==> config.mk <==
export PLATFORM = sky130hd
export DESIGN_NAME = ueb_ctrl
export DESIGN_NICKNAME = d
export VERILOG_FILES = /design/src/ueb_ctrl.v
export VERILOG_INCLUDE_DIRS = /design/src /design/src/src
export SDC_FILE = /design/constraint.sdc
export NUM_CORES = 1
export LEC_CHECK = 0
export BUFFER_PORTS_ARGS = -buffer_cell sky130_fd_sc_hd__buf_4
export CAP_MARGIN = 5
export CORE_MARGIN = 3
export CORE_UTILIZATION = 30
export CTS_BUF_LIST = sky130_fd_sc_hd__clkbuf_4 sky130_fd_sc_hd__clkbuf_8
export DETAILED_ROUTE_END_ITERATION = 6
export HOLD_SLACK_MARGIN = 0.08
export PLACE_DENSITY = 0.54
export SETUP_SLACK_MARGIN = 0.3
export SLEW_MARGIN = 20
export SYNTH_ARGS = -nofsm -noshare
export SYNTH_HDL_FRONTEND = slang
export SYNTH_SLANG_ARGS = --single-unit
==> constraint.sdc <==
create_clock -name clk -period 3.1 [get_ports clk]
set_input_delay 0.155 -clock clk [delete_from_list [all_inputs] [get_ports clk]]
set_output_delay 0.155 -clock clk [all_outputs]
set_load 0.005 [all_outputs]
==> src/ueb_defines.vh <==
`ifndef UEB_DEFINES_VH
`define UEB_DEFINES_VH

// Register indices on the plain register port
`define UEB_A_EP2RX   3'h0
`define UEB_A_EP2TX   3'h1
`define UEB_A_CNT0RX  3'h2
`define UEB_A_CNT1RX  3'h3
`define UEB_A_CNT2RX  3'h4
`define UEB_A_CNT2TX  3'h5

// Field positions in the endpoint 2 control registers
`define UEB_B_MOD_HI  7
`define UEB_B_MOD_LO  6
`define UEB_B_FLAG    3
`define UEB_B_TOG     2
`define UEB_B_ST_HI   1
`define UEB_B_ST_LO   0

// Handshake state codes
`define UEB_ST_DIS    2'h0
`define UEB_ST_STALL  2'h1
`define UEB_ST_NAK    2'h2
`define UEB_ST_VALID  2'h3

// Endpoint 2 regime codes
`define UEB_MOD_NORM  2'h0
`define UEB_MOD_UP    2'h1
`define UEB_MOD_DOWN  2'h2

// Endpoint numbers on the packet event port
`define UEB_EP0       2'h0
`define UEB_EP1       2'h1
`define UEB_EP2       2'h2

// Reset values
`define UEB_RST_BYTE  8'h00
`define UEB_RST_CNT5  5'h00
`define UEB_RST_CNT7  7'h00

`endif

==> src/ueb_ctrl.v <==
// What this block does
// USB reset clears low three control bits
// Regime field picks normal, upload or download
// Software preloads max size, VALID before download
// Software preloads max size, NAK before upload
// Download: hardware OUT, no completion event
// Download: hardware reopens reception when buffer free
// Short download packet: normal mode, event, NAK
// Upload: hardware IN, no completion event
// Reception register bits 5:4 read zero
// Reception done flag set; software clears it
// Transmission done flag set; software clears it
// Reception toggle flips on matching data
// Toggles hardware updated and software writable
// Reception handshake state encoding
// Transmission handshake state encoding
// Correct reception forces reception NAK
// Correct transmission forces transmission NAK
// Reception state write-locked in download
// Transmission state write-locked in upload
// Endpoint 0/1 counters count down received bytes
// Software derives received bytes by subtraction
// Endpoint 2 counter holds maximum minus received
// Registers and counters reset to zero
// Transmission counter sets next IN length
// Buffer full/empty handshake with coprocessor
//
// Added by the designer: the plain strobed port and the address map.
`timescale 1ns/100ps
`include "ueb_defines.vh"
`default_nettype none

// Down-counter of one reception buffer: software loads the allowed
// size, every accepted packet takes its length off
module ueb_rx_count #(
  parameter WIDTH = 5
) (
  input  wire             clk,
  input  wire             rst_n,
  input  wire             load,
  input  wire [WIDTH-1:0] load_val,
  input  wire             hit,
  input  wire [WIDTH-1:0] len,
  output wire [WIDTH-1:0] count
);

  reg [WIDTH-1:0] count_reg;
  reg [WIDTH-1:0] count_next;

  // A packet in the same cycle as a write wins over the write
  always @* begin
    count_next = count_reg;
    if (load) begin
      count_next = load_val;
    end
    if (hit) begin
      // Wraps on underflow; the packet engine never exceeds the size
      count_next = count_reg - len;
    end
  end

  // Counter register, cleared by chip reset only, not by a bus reset
  always @(posedge clk) begin
    if (!rst_n) begin
      count_reg <= {WIDTH{1'b0}};
    end else begin
      count_reg <= count_next;
    end
  end

  assign count = count_reg;

endmodule // ueb_rx_count

module ueb_ctrl (
  input  wire       clk,
  input  wire       rst_n,
  input  wire [2:0] reg_addr,
  input  wire [7:0] reg_wdata,
  input  wire       reg_wr,
  input  wire       reg_rd,
  output reg  [7:0] reg_rdata,
  input  wire       usb_bus_reset,
  input  wire       force_bus_reset,
  input  wire       rx_ok,
  input  wire [1:0] rx_ep,
  input  wire       rx_data1,
  input  wire [6:0] rx_len,
  input  wire       tx_ack,
  input  wire       cop_rx_take,
  input  wire       cop_tx_fill,
  output wire [1:0] ep2_transfer_regime,
  output wire [1:0] ep2_rx_stat,
  output wire [1:0] ep2_tx_stat,
  output wire       rx_toggle_expected,
  output wire       tx_toggle_next,
  output wire [6:0] ep2_tx_len,
  output wire       cop_rx_full,
  output wire       cop_tx_empty,
  output reg        correct_transfer_event
);

  // Control state of endpoint 2
  reg [1:0] mod_reg;
  reg [1:0] mod_next;
  reg       rxflag_reg;
  reg       rxflag_next;
  reg       rxtog_reg;
  reg       rxtog_next;
  reg [1:0] rxst_reg;
  reg [1:0] rxst_next;
  reg       txflag_reg;
  reg       txflag_next;
  reg       txtog_reg;
  reg       txtog_next;
  reg [1:0] txst_reg;
  reg [1:0] txst_next;

  // Byte counters and the kept maximum packet size
  reg [6:0] cnt2rx_reg;
  reg [6:0] cnt2rx_next;
  reg [6:0] rxmax_reg;
  reg [6:0] rxmax_next;
  reg [6:0] cnt2tx_reg;
  reg [6:0] cnt2tx_next;

  // Coprocessor buffer hand-off
  reg       rxfull_reg;
  reg       rxfull_next;
  reg       txempty_reg;
  reg       txempty_next;
  reg       event_next;
  reg [7:0] rdata_next;

  // Decoded conditions
  wire usb_rst   = usb_bus_reset | force_bus_reset;
  wire down_mode = (mod_reg == `UEB_MOD_DOWN);
  wire up_mode   = (mod_reg == `UEB_MOD_UP);
  wire wr_ep2rx  = reg_wr & (reg_addr == `UEB_A_EP2RX);
  wire wr_ep2tx  = reg_wr & (reg_addr == `UEB_A_EP2TX);
  wire wr_cnt0   = reg_wr & (reg_addr == `UEB_A_CNT0RX);
  wire wr_cnt1   = reg_wr & (reg_addr == `UEB_A_CNT1RX);
  wire wr_cnt2rx = reg_wr & (reg_addr == `UEB_A_CNT2RX);
  wire wr_cnt2tx = reg_wr & (reg_addr == `UEB_A_CNT2TX);

  // A repeated packet with the wrong toggle is not a new transfer
  wire rx_hit2  = rx_ok & (rx_ep == `UEB_EP2) &
                  (rx_data1 == rxtog_reg);
  wire rx_short = (rx_len < cnt2rx_reg);
  wire rx_hit0  = rx_ok & (rx_ep == `UEB_EP0);
  wire rx_hit1  = rx_ok & (rx_ep == `UEB_EP1);

  // Reception side of endpoint 2
  always @* begin
    mod_next    = mod_reg;
    rxflag_next = rxflag_reg;
    rxtog_next  = rxtog_reg;
    rxst_next   = rxst_reg;
    cnt2rx_next = cnt2rx_reg;
    rxmax_next  = rxmax_reg;
    rxfull_next = rxfull_reg;
    if (wr_ep2rx) begin
      mod_next = reg_wdata[`UEB_B_MOD_HI:`UEB_B_MOD_LO];
      // Writing 1 keeps the flag, writing 0 clears it
      rxflag_next = rxflag_reg & reg_wdata[`UEB_B_FLAG];
      rxtog_next = reg_wdata[`UEB_B_TOG];
      if (!down_mode) begin
        rxst_next = reg_wdata[`UEB_B_ST_HI:`UEB_B_ST_LO];
      end
    end
    if (wr_cnt2rx) begin
      cnt2rx_next = reg_wdata[6:0];
      rxmax_next  = reg_wdata[6:0];
    end
    // Buffer taken by the coprocessor reopens the endpoint in download mode
    if (rxfull_reg & cop_rx_take) begin
      rxfull_next = 1'b0;
      if (down_mode) begin
        rxst_next   = `UEB_ST_VALID;
        cnt2rx_next = rxmax_reg;
      end
    end
    // Hardware events come last so that they win over writes
    if (rx_hit2) begin
      rxtog_next  = ~rxtog_reg;
      cnt2rx_next = cnt2rx_reg - rx_len;
      rxst_next   = `UEB_ST_NAK;
      if (down_mode) begin
        rxfull_next = 1'b1;
        if (rx_short) begin
          mod_next    = `UEB_MOD_NORM;
          rxflag_next = 1'b1;
        end
      end else begin
        rxflag_next = 1'b1;
      end
    end
    // Bus reset clears toggle and state, not flag or regime
    if (usb_rst) begin
      rxtog_next = 1'b0;
      rxst_next  = `UEB_ST_DIS;
    end
  end

  // Transmission side of endpoint 2
  always @* begin
    txflag_next  = txflag_reg;
    txtog_next   = txtog_reg;
    txst_next    = txst_reg;
    cnt2tx_next  = cnt2tx_reg;
    txempty_next = txempty_reg;
    if (wr_ep2tx) begin
      txflag_next = txflag_reg & reg_wdata[`UEB_B_FLAG];
      txtog_next  = reg_wdata[`UEB_B_TOG];
      if (!up_mode) begin
        txst_next = reg_wdata[`UEB_B_ST_HI:`UEB_B_ST_LO];
      end
    end
    if (wr_cnt2tx) begin
      cnt2tx_next = reg_wdata[6:0];
    end
    // Coprocessor refilled the buffer: in upload mode, offer it to the host
    if (txempty_reg & cop_tx_fill) begin
      txempty_next = 1'b0;
      if (up_mode) begin
        txst_next = `UEB_ST_VALID;
      end
    end
    if (tx_ack) begin
      txtog_next = ~txtog_reg;
      txst_next  = `UEB_ST_NAK;
      if (up_mode) begin
        txempty_next = 1'b1;
      end else begin
        txflag_next = 1'b1;
      end
    end
    if (usb_rst) begin
      txtog_next = 1'b0;
      txst_next  = `UEB_ST_DIS;
    end
  end

  // Endpoint 0 and 1 counters: one down-counter design, used twice
  wire [4:0] cnt0_val;
  wire [4:0] cnt1_val;

  ueb_rx_count #(
    .WIDTH    (5)
  ) u_cnt0 (
    .clk      (clk),
    .rst_n    (rst_n),
    .load     (wr_cnt0),
    .load_val (reg_wdata[4:0]),
    .hit      (rx_hit0),
    .len      (rx_len[4:0]),
    .count    (cnt0_val)
  );

  ueb_rx_count #(
    .WIDTH    (5)
  ) u_cnt1 (
    .clk      (clk),
    .rst_n    (rst_n),
    .load     (wr_cnt1),
    .load_val (reg_wdata[4:0]),
    .hit      (rx_hit1),
    .len      (rx_len[4:0]),
    .count    (cnt1_val)
  );

  // Completion event toward the interrupt logic, silent for full download packets and upload acknowledges
  always @* begin
    event_next = (rx_hit2 & (!down_mode | rx_short)) |
                 (tx_ack & !up_mode);
  end

  // Read mux; unmapped indices read zero
  always @* begin
    rdata_next = `UEB_RST_BYTE;
    if (!reg_rd) begin
      rdata_next = `UEB_RST_BYTE;
    end else if (reg_addr == `UEB_A_EP2RX) begin
      rdata_next = {mod_reg, 2'b00, rxflag_reg, rxtog_reg,
                    rxst_reg};
    end else if (reg_addr == `UEB_A_EP2TX) begin
      rdata_next = {4'h0, txflag_reg, txtog_reg, txst_reg};
    end else if (reg_addr == `UEB_A_CNT0RX) begin
      rdata_next = {3'h0, cnt0_val};
    end else if (reg_addr == `UEB_A_CNT1RX) begin
      rdata_next = {3'h0, cnt1_val};
    end else if (reg_addr == `UEB_A_CNT2RX) begin
      rdata_next = {1'b0, cnt2rx_reg};
    end else if (reg_addr == `UEB_A_CNT2TX) begin
      rdata_next = {1'b0, cnt2tx_reg};
    end
  end

  // State registers, synchronous active-low reset
  always @(posedge clk) begin
    if (!rst_n) begin
      mod_reg     <= `UEB_MOD_NORM;
      rxflag_reg  <= 1'b0;
      rxtog_reg   <= 1'b0;
      rxst_reg    <= `UEB_ST_DIS;
      txflag_reg  <= 1'b0;
      txtog_reg   <= 1'b0;
      txst_reg    <= `UEB_ST_DIS;
      cnt2rx_reg  <= `UEB_RST_CNT7;
      rxmax_reg   <= `UEB_RST_CNT7;
      cnt2tx_reg  <= `UEB_RST_CNT7;
      rxfull_reg  <= 1'b0;
      txempty_reg <= 1'b1; // Nothing queued for upload yet
      correct_transfer_event <= 1'b0;
      reg_rdata   <= `UEB_RST_BYTE;
    end else begin
      mod_reg     <= mod_next;
      rxflag_reg  <= rxflag_next;
      rxtog_reg   <= rxtog_next;
      rxst_reg    <= rxst_next;
      txflag_reg  <= txflag_next;
      txtog_reg   <= txtog_next;
      txst_reg    <= txst_next;
      cnt2rx_reg  <= cnt2rx_next;
      rxmax_reg   <= rxmax_next;
      cnt2tx_reg  <= cnt2tx_next;
      rxfull_reg  <= rxfull_next;
      txempty_reg <= txempty_next;
      correct_transfer_event <= event_next;
      reg_rdata   <= rdata_next;
    end
  end

  // State toward the packet engine and the coprocessor
  assign ep2_transfer_regime = mod_reg;
  assign ep2_rx_stat         = rxst_reg;
  assign ep2_tx_stat         = txst_reg;
  assign rx_toggle_expected  = rxtog_reg;
  assign tx_toggle_next      = txtog_reg;
  assign ep2_tx_len          = cnt2tx_reg;
  assign cop_rx_full         = rxfull_reg;
  assign cop_tx_empty        = txempty_reg;

endmodule // ueb_ctrl

`default_nettype wire

==> metrics.md <==
| Metric | Value |
|---|---|
| Status | `complete, no violations` |
| FF-to-FF path depth | `9` |
| Proportion of layout cells with a drive suffix above 1 | `0.1867` |
| Core Rows | `36` |
| Mean Syn Cell Area | `about 8.7 µm²` |
| Routability Congestion | `0.8045` |
| Post-Route WL | `9194 µm` |
| Gr ovfl total | `0` |
| Hold Crit Class | `input port to flop` |
| Static leakage | `about 1.7 nW` |
| Synth Warn # | `0` |
| Sequential share of the synthesized area | `0.3333` |
| Setup violators final | `0` |
| Hpwl dp | `6824 µm` |
| Avg WL per Cell | `about 17 µm` |
| Clock buffer depth | `2` |
| Hold-critical path endpoint | `cop_tx_empty$_SDFF_PN1_` |
| # nets final | `~460` |
| Top Ports | `between 50 and 60` |
| Clk slew on worst S/H paths | `between 100 and 150 ps` |
| Worst flop-to-flop path startpoint | `u_cnt0.count[0]$_SDFFE_PN0P_` |
| CP max FO | `2` |
| Multi-input logic area | `slightly below 2000 µm²` |
| Initial Util | `0.3137` |
| Vias/cell | `between 5 and 6` |
| Synth cell types | `between 50 and 60` |
| Non-filler cells in the finished layout | `between 500 and 600` |
| CTS tree | `yes` |
| GRT Total Usage | `0.1596` |
| Die X | `108.0 µm` |
| Worst R2R Setup Slack | `~1100 ps` |
| Setup Skew | `10.81 ps` |
| Routed via count | `between 2k and 3k` |
| Antenna Cells | `0` |
| Peak supply drop | `approximately 210 µV` |
| Placed Instances | `531` |
| Critical Path End Type | `flop` |
| Gate Count Post-Synth | `between 300 and 400` |
| DRC errors left | `0` |
| Number of global-route vias before repair | `~2.7k` |
| Area Growth Syn to Fin | `18.83%` |
| Yosys reg bits | `52` |
| Post-CTS Setup Inserts | `0` |
| Reg2reg end | `u_cnt0.count[4]$_SDFFE_PN0P_` |
| Synth Cell Area | `about 3100 µm²` |
| Net Count, Synth | `410` |
| H-Tree Depth | `2` |
| Kind of critical path | `flop to flop` |
| Slew Viols, Final | `0` |
| # hold bufs at CTS | `1` |
| Router iterations before antenna repair | `4` |
| Post-synth ARST share | `0` |
| Cell count of the worst hold path | `2` |
| Highest Clock Rate | `around 500 MHz` |
| Die Y-Extent | `108.0 µm` |
| Worst setup SP type | `flop` |
| First-pass GRT wire length | `14620 µm` |
| Core area | `9955 µm²` |
| Total power | `1.407 mW` |
| Maxcap violations | `0` |
| Number of enable flip-flop cells after synthesis | `0` |
| Register area | `~1000 µm²` |
| Final Cell Area | `about 3700 µm²` |
| Full die area | `between 10000 and 15000 µm²` |
| CP max-delay cell | `fa_1` |
| Cell Area, Placed | `roughly 3600 µm²` |
| Top cell by count, worst path | `inv_1` |
| Fin Hold WS | `just over 80 ps` |
| RSZ-0062 raised after global routing | `false` |
| Top reg by flops | `reg_rdata` |
| CTS Buf Count | `5` |
| Worst-margin pin slew | `about 800 ps` |
| CTS Root Cell | `clkbuf_8` |
| Fill cell count | `about 1.0k` |
| Hold Vio Cnt, Final | `0` |
| Post-route ant nets | `0` |
| Clock sinks | `52` |
| Crit path buffers/inverters | `2` |
| Tcrit/Tclk final | `0.6605` |
| Largest net degree at the start of global routing | `47` |
| Tmin final | `approximately 2000 ps` |
| Required @ worst endpoint | `roughly 3300 ps` |
| CP cell instances | `inv_1, ha_1, inv_1, fa_1, a21o_1, a21oi_1, xnor2_1, mux2_2, o2111a_1` |
| Power per cell area | `~380 nW/µm²` |
| Ys flop type | `dfxtp_1` |
| CTS resizes | `0` |
| Arrival time at the worst endpoint | `between 2000 and 2500 ps` |
| Clock Latency Late Sink | `between 300 and 400 ps` |
| Setup TNS | `0 ps` |
| Worst Hold Launch | `cop_tx_fill` |
| Number of DRC markers in iteration 0 | `approximately 190` |
| CP max stage delay | `~400 ps` |
| Initial antenna violation count | `0` |
| PortBufs | `56` |
| Relative slew margins | `0.4657` |
| Largest register FFs | `8` |
| Largest delay share family, worst path | `compound AO/OA/AOI/OAI gates` |
## how the worst max path moves through the flow
stage                                      start  cells after the start                           end
global route        u_cnt0.count[0]$_SDFFE_PN0P_                      9  u_cnt0.count[4]$_SDFFE_PN0P_
detailed placement  u_cnt0.count[0]$_SDFFE_PN0P_                      9  u_cnt0.count[4]$_SDFFE_PN0P_
floorplan           u_cnt0.count[0]$_SDFFE_PN0P_                      9  u_cnt0.count[4]$_SDFFE_PN0P_
finish              u_cnt0.count[0]$_SDFFE_PN0P_                      9  u_cnt0.count[4]$_SDFFE_PN0P_
CTS                 u_cnt0.count[0]$_SDFFE_PN0P_                      9  u_cnt0.count[4]$_SDFFE_PN0P_
global placement    u_cnt0.count[0]$_SDFFE_PN0P_                      9  u_cnt0.count[4]$_SDFFE_PN0P_
## stage by stage
| step | worst slack, ps | utilization |
|---|---|---|
| after floorplan | 1182 | - |
| after global placement | 1123 | 0.3621 |
| after detailed placement | 1078 | 0.3621 |
| after CTS | 1053 | 0.3728 |
| after global routing | 875.9 | 0.3728 |
| final | 1052 | 0.3728 |
## worst reg2reg max path: cells and delay by family, from the launching register on
family                   cells  cell delay, ps
buffers and inverters        2             130
multiplexers                 1             270
adder cells (fa/ha/maj)      2             540
AO/OA/AOI/OAI                3             590
XOR/XNOR                     1             100
flip-flops                   1             330
## power by group
group	internal [mW]	switching, mW	leakage (nW)
clock network	0.167	0.256	0.0463
registers	0.692	0.0205	0.423
logic	0.125	0.147	1.19
total	0.983	0.424	1.66
## area by class of cell
cell class / count / area share
well taps: 133 / 0.04484
clock buffers: 5 / 0.01854
flip-flops and latches: 52 / 0.2805
repair buffers: 57 / 0.1160
clock inverters: 3 / 0.007417
multi-input cells: 275 / 0.5175
inverters: 15 / 0.01517
## kinds of logic (layout without fill, tap and decap cells)
logic type	Yosys count	count (layout)	synth area share
simple gates	127	127	0.2099
fa+ha+maj	18	18	0.07933
mux	26	26	0.08453
xor+xnor	10	10	0.03045
buf+inv	34	80	0.05168
compound gates	94	94	0.2107
flops	52	52	0.3333
## cells in the mapped netlist, drive strengths merged, types with 4 or more instances
cell type,number,area share
nand3,10,0.018
a21oi,18,0.029
nor3b,4,0.011
a21o,7,0.017
nor2b,5,0.012
buf,13,0.026
o21a,4,0.0096
nor2,22,0.028
o211a,5,0.016
a31oi,6,0.012
nand2,54,0.065
clkbuf,6,0.0076
xnor2,5,0.014
nand3b,4,0.0096
xor2,5,0.016
ha,15,0.060
a211oi,14,0.034
inv,15,0.018
mux2i,23,0.074
a21boi,15,0.036
o21ai,8,0.013
and3,4,0.0080
nand2b,4,0.0088
dfxtp,52,0.33
## placed cells by master, fill, tap and decap left out, types with 4 or more instances in the layout
| cell | Yosys | final |
|---|---|---|
| nand2_1 | 54 | 54 |
| a31oi_1 | 6 | 6 |
| nor2_1 | 20 | 20 |
| nand3b_1 | 4 | 4 |
| o21a_1 | 4 | 4 |
| ha_1 | 15 | 15 |
| a21boi_0 | 15 | 15 |
| mux2i_1 | 23 | 23 |
| a21o_1 | 7 | 7 |
| and3_1 | 4 | 4 |
| buf_4 | 5 | 56 |
| dfxtp_1 | 52 | 52 |
| o21ai_0 | 8 | 8 |
| clkbuf_8 | 0 | 5 |
| o211a_1 | 5 | 5 |
| xor2_1 | 4 | 4 |
| a211oi_1 | 14 | 14 |
| a21oi_1 | 18 | 18 |
| nor2b_1 | 4 | 4 |
| nand3_1 | 9 | 9 |
| inv_1 | 15 | 15 |
| xnor2_1 | 5 | 5 |
## layer usage
layer,up-vias,GRT usage,wire length (µm)
li1,1388,-,-
met1,1351,0.2222,4366
met2,71,0.2571,4217
met3,8,0.03284,488
met4,0,0.03066,122
met5,-,0,0
Note: power is estimated with default switching activity, not from simulation.
